--- src/hdl/adc_pin_pkg.sv ---
// Constants and types shared by the converter pin logic
package adc_pin_pkg;
	// System clock
	localparam int CLOCK_NS = 50;
	// Command byte fields
	localparam int CMD_ADDR_HI = 7;
	localparam int CMD_ADDR_LO = 6;
	localparam int CMD_REG_HI  = 5;
	localparam int CMD_REG_LO  = 2;
	localparam int CMD_OP_HI   = 1;
	localparam int CMD_OP_LO   = 0;
	// Command types
	localparam logic [1:0] OP_FAST    = 2'h0;
	localparam logic [1:0] OP_RD_STAT = 2'h1;
	localparam logic [1:0] OP_WR_INC  = 2'h2;
	localparam logic [1:0] OP_RD_INC  = 2'h3;
	// Interrupt pin configuration field
	localparam int IRQ_SEL_BIT   = 1;
	localparam int IRQ_INACT_BIT = 0;
	// Clock source select: internal oscillator with clock driven out
	localparam int         CLK_SEL_INT_BIT = 1;
	localparam logic [1:0] CLK_SEL_OUT     = 2'h3;
	// Digital master clock is the analog master clock over four
	localparam logic [1:0] DIG_DIV_M1 = 2'h3;
	// Data ready pulse width
	localparam int DR_PULSE_NS  = 200;
	localparam int DR_PULSE_CYC = (DR_PULSE_NS + CLOCK_NS - 1) / CLOCK_NS;
	// Output word format and saturation codes
	localparam logic [1:0]  FMT_SAT = 2'h0;
	localparam logic [31:0] SAT_POS = 32'h007fffff;
	localparam logic [31:0] SAT_NEG = 32'h00800000;
	// Serial transaction states
	typedef enum logic [2:0] {ST_IDLE, ST_CMD, ST_WR, ST_RD, ST_QUIET} spi_st_t;
endpackage : adc_pin_pkg

--- src/hdl/adc_pin_logic.sv ---
// Serial slave framing, interrupt pin and master clock pin of the converter
`timescale 1ns/1ps
`default_nettype none
module adc_pin_logic
	import adc_pin_pkg::*;
(
	// Clock and reset
	input  wire logic        clock,
	input  wire logic        nrst,
	// Serial pins
	input  wire logic        cs_n_pin,
	input  wire logic        sck_pin,
	input  wire logic        sdi_pin,
	output logic             sdo_o,
	output logic             sdo_oe,
	// Serial side to register file
	input  wire logic [1:0]  chip_addr,
	input  wire logic [7:0]  status_byte,
	input  wire logic [7:0]  rd_byte,
	output logic             rd_load,
	output logic [3:0]       reg_addr,
	output logic [7:0]       wr_byte,
	output logic             wr_strobe,
	output logic             fast_cmd,
	output logic [3:0]       fast_code,
	// Configuration
	input  wire logic [1:0]  irq_mode,
	input  wire logic [1:0]  clk_sel,
	input  wire logic [1:0]  prescale_sel,
	input  wire logic [1:0]  data_format,
	input  wire logic        scan_mode,
	input  wire logic [7:0]  input_select_register,
	input  wire logic [3:0]  scan_pos,
	input  wire logic [3:0]  scan_neg,
	// Interrupt sources and modulator
	input  wire logic        por_irq,
	input  wire logic        crc_irq,
	input  wire logic        other_irq,
	input  wire logic        data_ready,
	input  wire logic        modulator_bit,
	// Shared interrupt / bitstream pin
	input  wire logic        irq_pin_i,
	output logic             irq_o,
	output logic             irq_oe,
	output logic             irq_line_high,
	// Master clock pin and internal oscillator
	input  wire logic        mclk_pin_i,
	input  wire logic        int_osc_i,
	output logic             mclk_o,
	output logic             mclk_oe,
	output logic             analog_master_clock,
	output logic             digital_master_clock,
	// Conversion result and input selectors
	input  wire logic [24:0] raw_code,
	output logic [31:0]      result_code,
	output logic [3:0]       vin_pos_sel,
	output logic [3:0]       vin_neg_sel
);
	localparam int DRW = $clog2(DR_PULSE_CYC + 1);

	logic [5:0] pins_s;
	spi_st_t    st_q, st_d;
	logic [2:0] cnt_q, cnt_d;
	logic [7:0] shin_q, shin_d, shout_q, shout_d;
	logic       sdo_q, sdo_d, oe_q, oe_d, seen_q, seen_d;
	logic [3:0] raddr_q, raddr_d, fcode_q, fcode_d;
	logic       incr_q, incr_d;
	logic [7:0] wbyte_q, wbyte_d;
	logic       wstb_q, wstb_d, rld_q, rld_d, fast_q, fast_d;
	logic       sck_d_q, cs_d_q;
	logic [DRW-1:0] dr_cnt_q;
	logic       irq_o_q, irq_oe_q, bitstream_q, mclk_oe_q;
	logic       ana_rise;
	logic [31:0] result_q;
	logic [3:0] vin_pos_q, vin_neg_q;

	// Every pin level, including both clock pins, is synchronised first
	sync2 #(.W(6), .RST(6'h24)) u_sync (
		.clock (clock),
		.nrst  (nrst),
		.d     ({cs_n_pin, sck_pin, sdi_pin, irq_pin_i, mclk_pin_i, int_osc_i}),
		.q     (pins_s)
	);

	// Synchronised pin levels
	wire cs_n_s = pins_s[5];
	wire sck_s  = pins_s[4];
	wire sdi_s  = pins_s[3];
	wire irq_s  = pins_s[2];
	wire mclk_s = pins_s[1];
	wire osc_s  = pins_s[0];

	// Edges; serial clock edges only count while selected
	wire cs_fall  = cs_d_q && !cs_n_s;
	wire sck_rise = sck_s && !sck_d_q && !cs_n_s;
	wire sck_fall = !sck_s && sck_d_q && !cs_n_s;
	wire [7:0] byte_in = {shin_q[6:0], sdi_s};
	wire [1:0] addr_in = {shin_q[0], sdi_s};
	wire [1:0] op_in   = byte_in[CMD_OP_HI:CMD_OP_LO];

	// Edge detect history
	always_ff @(posedge clock or negedge nrst) begin
		if (!nrst) begin
			sck_d_q <= 1'b0;
			cs_d_q  <= 1'b1;
		end else begin
			sck_d_q <= sck_s;
			cs_d_q  <= cs_n_s;
		end
	end

	// Transaction sequencer; a fall before any rise is skipped, so an
	// idle-high clock at selection does not shift out early
	always_comb begin
		st_d    = st_q;
		cnt_d   = cnt_q;
		shin_d  = shin_q;
		shout_d = shout_q;
		sdo_d   = sdo_q;
		oe_d    = oe_q;
		seen_d  = seen_q;
		raddr_d = raddr_q;
		fcode_d = fcode_q;
		incr_d  = incr_q;
		wbyte_d = wbyte_q;
		wstb_d  = 1'b0;
		rld_d   = 1'b0;
		fast_d  = 1'b0;
		if (cs_n_s) begin
			st_d   = ST_IDLE;
			cnt_d  = 3'h0;
			oe_d   = 1'b0;
			seen_d = 1'b0;
		end else if (cs_fall) begin
			st_d    = ST_CMD;
			cnt_d   = 3'h0;
			seen_d  = 1'b0;
			sdo_d   = status_byte[7];
			shout_d = {status_byte[6:0], 1'b0};
			oe_d    = 1'b1;
		end else begin
			if (sck_rise) begin
				cnt_d  = cnt_q + 3'h1;
				seen_d = 1'b1;
				if (st_q != ST_RD) begin
					shin_d = byte_in;
				end
				case (st_q)
					ST_CMD: begin
						if (cnt_q == 3'h1 && addr_in != chip_addr) begin
							st_d = ST_QUIET;
							oe_d = 1'b0;
						end else if (cnt_q == 3'h7) begin
							raddr_d = byte_in[CMD_REG_HI:CMD_REG_LO];
							incr_d  = (op_in == OP_RD_INC) || (op_in == OP_WR_INC);
							case (op_in)
								OP_FAST: begin
									st_d    = ST_QUIET;
									oe_d    = 1'b0;
									fast_d  = 1'b1;
									fcode_d = byte_in[CMD_REG_HI:CMD_REG_LO];
								end
								OP_WR_INC: begin
									st_d = ST_WR;
									oe_d = 1'b0;
								end
								default: begin
									st_d  = ST_RD;
									rld_d = 1'b1;
								end
							endcase
						end
					end
					ST_WR: begin
						if (cnt_q == 3'h7) begin
							wbyte_d = byte_in;
							wstb_d  = 1'b1;
							raddr_d = raddr_q + 4'h1;
						end
					end
					ST_RD: begin
						if (cnt_q == 3'h7) begin
							rld_d   = 1'b1;
							raddr_d = incr_q ? raddr_q + 4'h1 : raddr_q;
						end
					end
					default: begin
					end
				endcase
			end
			if (sck_fall && seen_q) begin
				seen_d = 1'b0;
				if (st_q == ST_RD && cnt_q == 3'h0) begin
					sdo_d   = rd_byte[7];
					shout_d = {rd_byte[6:0], 1'b0};
				end else begin
					sdo_d   = shout_q[7];
					shout_d = {shout_q[6:0], 1'b0};
				end
			end
		end
	end

	// Serial state registers
	always_ff @(posedge clock or negedge nrst) begin
		if (!nrst) begin
			st_q    <= ST_IDLE;
			cnt_q   <= 3'h0;
			shin_q  <= 8'h00;
			shout_q <= 8'h00;
			sdo_q   <= 1'b0;
			oe_q    <= 1'b0;
			seen_q  <= 1'b0;
		end else begin
			st_q    <= st_d;
			cnt_q   <= cnt_d;
			shin_q  <= shin_d;
			shout_q <= shout_d;
			sdo_q   <= sdo_d;
			oe_q    <= oe_d;
			seen_q  <= seen_d;
		end
	end

	// Register side outputs
	always_ff @(posedge clock or negedge nrst) begin
		if (!nrst) begin
			raddr_q <= 4'h0;
			fcode_q <= 4'h0;
			incr_q  <= 1'b0;
			wbyte_q <= 8'h00;
			wstb_q  <= 1'b0;
			rld_q   <= 1'b0;
			fast_q  <= 1'b0;
		end else begin
			raddr_q <= raddr_d;
			fcode_q <= fcode_d;
			incr_q  <= incr_d;
			wbyte_q <= wbyte_d;
			wstb_q  <= wstb_d;
			rld_q   <= rld_d;
			fast_q  <= fast_d;
		end
	end

	assign sdo_o     = sdo_q;
	assign sdo_oe    = oe_q;
	assign reg_addr  = raddr_q;
	assign wr_byte   = wbyte_q;
	assign wr_strobe = wstb_q;
	assign rd_load   = rld_q;
	assign fast_cmd  = fast_q;
	assign fast_code = fcode_q;

	// Master clock source and prescaler
	wire clk_src = clk_sel[CLK_SEL_INT_BIT] ? osc_s : mclk_s;
	mclk_divider u_div (
		.clock        (clock),
		.nrst         (nrst),
		.src          (clk_src),
		.prescale_sel (prescale_sel),
		.ana_clk_q    (analog_master_clock),
		.ana_rise     (ana_rise),
		.dig_tick_q   (digital_master_clock)
	);

	// Pin drives out only when the internal clock is selected for output
	always_ff @(posedge clock or negedge nrst) begin
		if (!nrst) begin
			mclk_oe_q <= 1'b0;
		end else begin
			mclk_oe_q <= (clk_sel == CLK_SEL_OUT);
		end
	end
	assign mclk_o  = analog_master_clock;
	assign mclk_oe = mclk_oe_q;

	// Interrupt pin decode
	wire lvl_pend  = por_irq || crc_irq;
	wire dr_active = (dr_cnt_q != '0);
	wire pend_all  = lvl_pend || other_irq || dr_active;
	wire bits_mode = irq_mode[IRQ_SEL_BIT];
	wire inact_hi  = irq_mode[IRQ_INACT_BIT];
	wire irq_o_d   = bits_mode ? (!lvl_pend && bitstream_q) : !pend_all;
	wire irq_oe_d  = bits_mode || pend_all || inact_hi;

	// A pulse starts only when the line reads back high, else the host
	// could not see the falling edge
	always_ff @(posedge clock or negedge nrst) begin
		if (!nrst) begin
			dr_cnt_q <= '0;
		end else if (data_ready && irq_s && !dr_active && !bits_mode) begin
			dr_cnt_q <= DRW'(DR_PULSE_CYC);
		end else if (dr_active) begin
			dr_cnt_q <= dr_cnt_q - DRW'(1);
		end
	end

	// Pin registers and modulator bit capture on analog clock rise
	always_ff @(posedge clock or negedge nrst) begin
		if (!nrst) begin
			irq_o_q  <= 1'b1;
			irq_oe_q <= 1'b0;
			bitstream_q <= 1'b0;
		end else begin
			irq_o_q  <= irq_o_d;
			irq_oe_q <= irq_oe_d;
			bitstream_q <= ana_rise ? modulator_bit : bitstream_q;
		end
	end
	assign irq_o         = irq_o_q;
	assign irq_oe        = irq_oe_q;
	assign irq_line_high = irq_s;

	// Out of range detection on the wide result
	wire sat_hi = !raw_code[24] && raw_code[23];
	wire sat_lo = raw_code[24] && !raw_code[23];
	wire [31:0] sat_word = sat_hi ? SAT_POS : (sat_lo ? SAT_NEG : {8'h00, raw_code[23:0]});
	wire [31:0] ovl_word = {{7{raw_code[24]}}, raw_code};

	// Result word and input selectors
	always_ff @(posedge clock or negedge nrst) begin
		if (!nrst) begin
			result_q  <= 32'h00000000;
			vin_pos_q <= 4'h0;
			vin_neg_q <= 4'h0;
		end else begin
			result_q  <= (data_format == FMT_SAT) ? sat_word : ovl_word;
			vin_pos_q <= scan_mode ? scan_pos : input_select_register[7:4];
			vin_neg_q <= scan_mode ? scan_neg : input_select_register[3:0];
		end
	end
	assign result_code = result_q;
	assign vin_pos_sel = vin_pos_q;
	assign vin_neg_sel = vin_neg_q;
endmodule : adc_pin_logic
`default_nettype wire

--- src/hdl/mclk_divider.sv ---
// Prescaler from master clock level to analog and digital master clocks
`timescale 1ns/1ps
`default_nettype none
module mclk_divider
	import adc_pin_pkg::*;
(
	// Clock and reset
	input  wire logic       clock,
	input  wire logic       nrst,
	// Synchronised master clock level and ratio select
	input  wire logic       src,
	input  wire logic [1:0] prescale_sel,
	// Divided clocks
	output logic            ana_clk_q,
	output logic            ana_rise,
	output logic            dig_tick_q
);
	logic       src_d_q;
	logic [2:0] edge_cnt_q;
	logic [2:0] edge_cnt_d;
	logic [1:0] ana_cnt_q;

	// Ratio is 1, 2, 4 or 8; edges counted on both phases
	wire       src_edge  = src ^ src_d_q;
	wire [2:0] edges_m1  = 3'((4'h1 << prescale_sel) - 4'h1);
	wire       toggle    = src_edge && (edge_cnt_q == edges_m1);
	assign edge_cnt_d = toggle ? 3'h0 : (src_edge ? edge_cnt_q + 3'h1 : edge_cnt_q);
	assign ana_rise = toggle && !ana_clk_q;

	// Analog master clock is the master clock over the ratio
	always_ff @(posedge clock or negedge nrst) begin
		if (!nrst) begin
			src_d_q    <= 1'b0;
			edge_cnt_q <= 3'h0;
			ana_clk_q  <= 1'b0;
		end else begin
			src_d_q    <= src;
			edge_cnt_q <= edge_cnt_d;
			ana_clk_q  <= toggle ? !ana_clk_q : ana_clk_q;
		end
	end

	// One sample tick for every fourth analog clock rise
	always_ff @(posedge clock or negedge nrst) begin
		if (!nrst) begin
			ana_cnt_q  <= 2'h0;
			dig_tick_q <= 1'b0;
		end else begin
			ana_cnt_q  <= ana_rise ? ana_cnt_q + 2'h1 : ana_cnt_q;
			dig_tick_q <= ana_rise && (ana_cnt_q == DIG_DIV_M1);
		end
	end
endmodule : mclk_divider
`default_nettype wire

--- src/hdl/sync2.sv ---
// Two flip-flop synchroniser for a bundle of pin levels
`timescale 1ns/1ps
`default_nettype none
module sync2 #(
	parameter int         W   = 1,
	parameter logic [W-1:0] RST = '0
) (
	// Clock and reset
	input  wire logic         clock,
	input  wire logic         nrst,
	// Levels in and out
	input  wire logic [W-1:0] d,
	output logic      [W-1:0] q
);
	logic [W-1:0] meta_q;

	// First stage is read only by the second; reset to the pins' idle levels
	// so that no false edge follows reset
	always_ff @(posedge clock or negedge nrst) begin
		if (!nrst) begin
			meta_q <= RST;
			q      <= RST;
		end else begin
			meta_q <= d;
			q      <= meta_q;
		end
	end
endmodule : sync2
`default_nettype wire
--- config.mk ---
export PLATFORM = sky130hd
export DESIGN_NAME = adc_pin_logic
export DESIGN_NICKNAME = d
export VERILOG_FILES = /design/src/hdl/adc_pin_pkg.sv /design/src/hdl/adc_pin_logic.sv /design/src/hdl/mclk_divider.sv /design/src/hdl/sync2.sv
export SDC_FILE = /design/constraint.sdc
export NUM_CORES = 1
export LEC_CHECK = 0
export BUFFER_PORTS_ARGS = -buffer_cell sky130_fd_sc_hd__buf_2
export CORE_UTILIZATION = 45
export CTS_CLUSTER_SIZE = 16
export DETAILED_ROUTE_END_ITERATION = 10
export PLACE_DENSITY_LB_ADDON = 0.05
export SETUP_SLACK_MARGIN = 0.1
export SKIP_CTS_REPAIR_TIMING = 1
export SLEW_MARGIN = 15
export SYNTH_ARGS = -nofsm -noshare
export SYNTH_HDL_FRONTEND = slang
export SYNTH_HIERARCHICAL = 1
export SYNTH_SLANG_ARGS = --single-unit
--- constraint.sdc ---
create_clock -name clock -period 1.7 [get_ports clock]
set_input_delay 0.085 -clock clock [delete_from_list [all_inputs] [get_ports clock]]
set_output_delay 0.085 -clock clock [all_outputs]
set_load 0.01 [all_outputs]
==> results of run 1 <==
-- power by group through the flow --
stage          sequential [W]  combinational (W)  clock, W
5_1_grt               0.00302            0.00136   0.00188
3_3_place_gp          0.00302            0.00101         0
2_1_floorplan         0.00303           0.000599         0
6_report              0.00298            0.00121   0.00173
3_5_place_dp          0.00302            0.00103         0
4_1_cts               0.00297            0.00104   0.00179
-- cells by family (layout without fill, tap and decap cells) --
family          Yosys count  in the layout  synth area share (%)
xor+xnor                  9              9                  1.77
simple gates             94             94                  12.3
buf+inv                  31            273                  3.55
flops                   105            105                  59.3
mux                      35             35                  8.90
compound gates           72             72                  11.6
fa+ha+maj                 9              9                  2.54
-- how the worst max path moves through the flow --
stage | from | end | slack [ns] | depth (start not counted)
6_report | cnt_q[0]$_DFFE_PN0P_ | fast_code[2]$_DFFE_PN0P_ | -0.03 | 5
5_1_grt | cnt_q[0]$_DFFE_PN0P_ | fast_code[2]$_DFFE_PN0P_ | -0.12 | 5
4_1_cts | cnt_q[0]$_DFFE_PN0P_ | fast_code[3]$_DFFE_PN0P_ | -0.05 | 5
3_5_place_dp | cnt_q[0]$_DFFE_PN0P_ | fast_code[3]$_DFFE_PN0P_ | -0.02 | 5
3_3_place_gp | cnt_q[0]$_DFFE_PN0P_ | fast_code[2]$_DFFE_PN0P_ | 0.008 | 5
2_1_floorplan | sck_d_q$_DFF_PN0_ | fast_code[0]$_DFFE_PN0P_ | 0.07 | 5
-- layout make-up --
type | instances | area, sq um
Multi-Input combinational cell | 219 | 1830
Timing Repair Buffer | 245 | 1650
Fill cell | 681 | 2870
Clock inverter | 6 | 96.3
Tap cell | 129 | 161
Inverter | 12 | 45.0
Clock buffer | 10 | 128
Sequential cell | 105 | 2640
-- worst max-delay path: cells and delay by family, from the launching register on --
kind | cells | cell delay, ns
flip-flops | 1 | 0.42
AND/OR/NAND/NOR | 2 | 0.45
adder cells (fa/ha/maj) | 2 | 0.37
multiplexers | 1 | 0.38
-- state kept, by name (all words and copies together) (netlist names), 6 cells and up --
register       flops
u_sync/q           6
result_code       25
u_sync/meta_q      6
wr_byte            8
shout_q            7
shin_q             7
-- metrics by stage --
stage	utilization, %	hold slack (ns)	setup slack, ns	total power, W	instance area, sq um
floorplan	-	-0.211	0.0677	0.00363	4460
finish	69.5	0.0207	-0.0254	0.00593	6550
CTS	60.2	-0.343	-0.0455	0.00580	5670
detailed placement	57.8	0.0824	-0.0239	0.00405	5440
global placement	57.8	0.0789	0.00804	0.00402	5440
global route	69.5	0.0213	-0.123	0.00626	6550
-- per-layer routing --
metal  vias to the layer above  part of all wire [%]  track usage (%)
li1                       1720                     -                -
met1                      1710                    43             24.3
met2                       116                    49             30.1
met3                        15                   6.8             7.59
met4                         0                   1.9             7.25
met5                         -                     0                0
-- cell usage after synthesis, drive strengths merged (7+ instances only) --
| library cell | count | area (sq um) |
|---|---|---|
| nand2 | 21 | 81.3 |
| nor2 | 17 | 66.3 |
| o21ai | 10 | 50.1 |
| nor3 | 7 | 35.0 |
| clkbuf | 8 | 30.0 |
| xnor2 | 7 | 61.3 |
| and3 | 10 | 63.8 |
| ha | 9 | 113 |
| mux2 | 33 | 375 |
| inv | 12 | 45.0 |
| a211oi | 8 | 65.1 |
| a21oi | 10 | 53.8 |
| buf | 11 | 82.6 |
| o31ai | 7 | 52.6 |
| dfrtp | 99 | 2480 |
| a21o | 24 | 180 |
==> results.yml, run 1 <==
sta:
  fin_ws_ns: -0.0254
  hold_viol: 0
  tns_ns: -0.0720
  maxSlewHeadroom_pct: 67.7
  fmax_mhz: 580
  worstMarginPinSlew_ns: 0.484
  fin_crit_sh_pct: 101
  rsz0062_at_grt: "true"
  finClkSkew_ns: 0.0125
  period_needed_ns: 1.73
  maxSlewViolCount: 0
  setup_viol: 4
place:
  place_inst: 636
  io_buffers: 148
  dp_hpwl_microns: 6720
  globalplace.congestion: 0.826
power_and_ir_drop:
  intPower_w: 0.00430
  p_per_area_nw_per_um2: 905
  clkPwrFrac_pct: 29.2
  p_leak_nw: 3.30
  share_comb_of_total_power_pct: 20.5
  p_sw_w: 0.00163
  switching_share_pct: 27.4
  seqPwrFrac_pct: 50.4
  ir_worst_vdd_mv: 0.697
critical_path:
  crit_fanout: 5
  reg2reg_to: "fast_code[2]$_DFFE_PN0P_"
  cp-end-kind: "flop"
  startpoint_type: "flop"
  required_ns: 1.96
  cp.arrival_ns: 1.98
  cp_slowest_cell: "dfrtp_1"
  regToRegSetupSlack_ns: -0.03
  critical_path.max_stage_delay_ns: 0.42
  critPathKind: "reg2reg"
  r2r-start: "cnt_q[0]$_DFFE_PN0P_"
  worst-r2r-cell-count: 5
  cp_cell_sequence: "ha_2, ha_4, nand4_4, nor4_4, mux2_2"
final_layout:
  antennaDiodeCount: 0
  fin_nets: 682
  drive_above_1_share_pct: 45.7
  area_growth_pct: 47.4
  layout_commonest_cell: "buf_2"
  fin_cells: 726
  layout_common_cells: "147 x buf_2, 97 x dfrtp_1, 65 x dlygate4sd3_1"
yosys:
  synth-edff-count: 0
  ys_ff_latch: 105
  syn_inst: 355
  synthArstFlopShare_pct: 100
  syn_area_per_cell_sq_um: 12.5
  ys.warnings.count: 6
  ys.flop_type: "dfrtp_1"
  synth_seq_area_share_pct: 59.3
  syn_nets: 445
  syn_area_sq_um: 4440
  synth_cell_types: 55
routing:
  num_vias: 3561
  ant_nets: 0
  drt_first_iter_violations: 126
  vias_per_cell: 4.90
  wl_per_cell_microns: 14.5
  drc: 0
  drt_wl_total_microns: 10500
  drt_pass1_iterations: 4
outcome:
  violations: "setup timing"
  status: "finished, violations left"
floorplan:
  die_x_microns: 101
  fp-row-count: 35
  core_sq_um: 9420
  die_h_microns: 101
  ios: 149
  die-area_sq_um: 10300
  start_util_pct: 47.2
grt:
  overflow: 0
  antenna_found_initial: 0
  grt_pass1_wl_microns: 15100
  grt_pass1_vias: 3266
  grt_max_degree: 41
  grt_use_total_pct: 19.3
min_path:
  hp-start: "data_format[0]"
  whs_endpoint: "result_code[30]$_DFF_PN0_"
  min_path_cells: 3
  hp-class: "in2reg"
clock_network:
  clkTransAtPathRegs_ns: 0.10
  cts_root_buf: "clkbuf_8"
  htree_levels: 3
  clkLatencyLatePin_ns: 0.37
  clock_sinks: 105
  cts_made_buffers: 9
  clk_path_buf_depth: 2
  cts_tree: "yes"
flow_run:
  maxCapViolations: 0
(Power assumes the default switching activity.)
==> inputs of run 2 (changes only) <==
- CORE_MARGIN: unset -> 1.5
- CORE_UTILIZATION: 45 -> 54
- clock period: 1.7 -> 2 ns (I/O delays scaled with it)
==> run 2 against run 1 <==
  * The flow now finishes without violations
  * Power down 22%
  * Via count decreased by 2.3%
  * Non-clock buffer count decreased by 25
  * Register-to-register slack improved by 0.22 ns
  * Largest power group unchanged
==> results.yml, run 2 (same netlist as run 1, synthesis figures left out) <==
outcome:
  status: "completed"
sta:
  maxSlewViolCount: 0
  tns_ns: 0
  fin_crit_sh_pct: 90.3
  holdWs_ns: 0.0477
  maxSlewHeadroom_pct: 63.4
  period_needed_ns: 1.81
  fin_ws_ns: 0.195
  finClkSkew_ns: 0.00982
  rsz0062_at_grt: "false"
  worstMarginPinSlew_ns: 0.550
  fmax_mhz: 554
  hold_viol: 0
  setup_viol: 0
critical_path:
  cp-end-kind: "flop"
  required_ns: 2.24
  crit_fanout: 5
  startpoint_type: "flop"
  critPathKind: "reg2reg"
  cp.arrival_ns: 2.05
floorplan:
  start_util_pct: 56.6
  die_h_microns: 93.7
  die-area_sq_um: 8780
  core_sq_um: 7850
  die_x_microns: 93.7
  fp-row-count: 32
  ios: 149
routing:
  drt_first_iter_violations: 148
  drc: 0
  drt_pass1_iterations: 4
  ant_nets: 0
  drt_wl_total_microns: 9900
  wl_per_cell_microns: 14.7
  num_vias: 3480
  vias_per_cell: 5.16
clock_network:
  clkLatencyLatePin_ns: 0.35
  htree_levels: 3
  clock_sinks: 105
  cts_tree: "yes"
  clk_path_buf_depth: 2
  clkTransAtPathRegs_ns: 0.09
  cts_made_buffers: 9
  cts_root_buf: "clkbuf_8"
final_layout:
  area_growth_pct: 37.0
  layout_common_cells: "147 x buf_2, 99 x dfrtp_1, 62 x dlygate4sd3_1"
  drive_above_1_share_pct: 39.5
  layout_commonest_cell: "buf_2"
  largest_reg_flops: 25
  antennaDiodeCount: 0
  fin_nets: 657
place:
  dp_hpwl_microns: 6360
  dp_slack_ns: 0.130
  io_buffers: 148
  globalplace.congestion: 0.843
min_path:
  hp-class: "in2reg"
grt:
  grt_max_degree: 106
  overflow: 0
  grt_pass1_wl_microns: 14300
  grt_use_total_pct: 21.1
  grt_pass1_vias: 3261
  antenna_found_initial: 0
power_and_ir_drop:
  ir_worst_vdd_mv: 0.551
  p_per_area_nw_per_um2: 758
  p_leak_nw: 3.10
flow_run:
  maxCapViolations: 0
-- run 2: worst max-delay path: stages, from the launching register on --
cell and delay, ns:
dfrtp_1 0.42, ha_1 0.18, ha_2 0.24, nand4_4 0.12
nor4_4 0.35, mux2_2 0.38
-- run 2: cell type report --
type | instances | area [sq um]
timing repair buffer | 220 | 1450
fill | 525 | 1760
clock buffer | 12 | 135
sequential | 105 | 2640
clock inverter | 4 | 30.0
tap | 102 | 128
multi-input combinational | 219 | 1660
inverter | 12 | 45.0
-- run 2: worst paths after layout --
check,start,end,slack (ns),cells after the start
min in group asynchronous,nrst,sdo_o$_DFFE_PN0P_,0.32,3
worst max register to register,cnt_q[0]$_DFFE_PN0P_,fast_code[3]$_DFFE_PN0P_,0.19,5
worst max-delay path,cnt_q[0]$_DFFE_PN0P_,fast_code[3]$_DFFE_PN0P_,0.19,5
worst min register to register,u_sync/meta_q[1]$_DFF_PN0_,u_sync/q[1]$_DFF_PN0_,0.36,0
max in group asynchronous,nrst,irq_o$_DFF_PN1_,1.24,3
worst min-delay path,raw_code[24],result_code[30]$_DFF_PN0_,0.05,2
-- run 2: per-layer routing --
layer	global-route usage, %	routed length, microns	up-vias
li1	-	-	1669
met2	34.5	4930	134
met3	7.69	753	15
met5	0	0	-
met4	6.59	158	0
met1	26.0	4050	1662
-- run 2: through the flow --
| step | std cells | instance area [sq um] | power [W] | utilization [%] |
|---|---|---|---|---|
| floorplan | 355 | 4440 | 0.00308 | - |
| global placement | 596 | 5290 | 0.00338 | 67.5 |
| detailed placement | 596 | 5290 | 0.00342 | 67.5 |
| CTS | 612 | 5460 | 0.00456 | 69.6 |
| global route | 674 | 6080 | 0.00488 | 77.5 |
| finish | 674 | 6080 | 0.00461 | 77.5 |
-- run 2: report_power, final --
group / internal, W / switching (W)
combinational: 0.000506 / 0.000425
sequential: 0.00236 / 0.000189
clock: 0.000460 / 0.000666
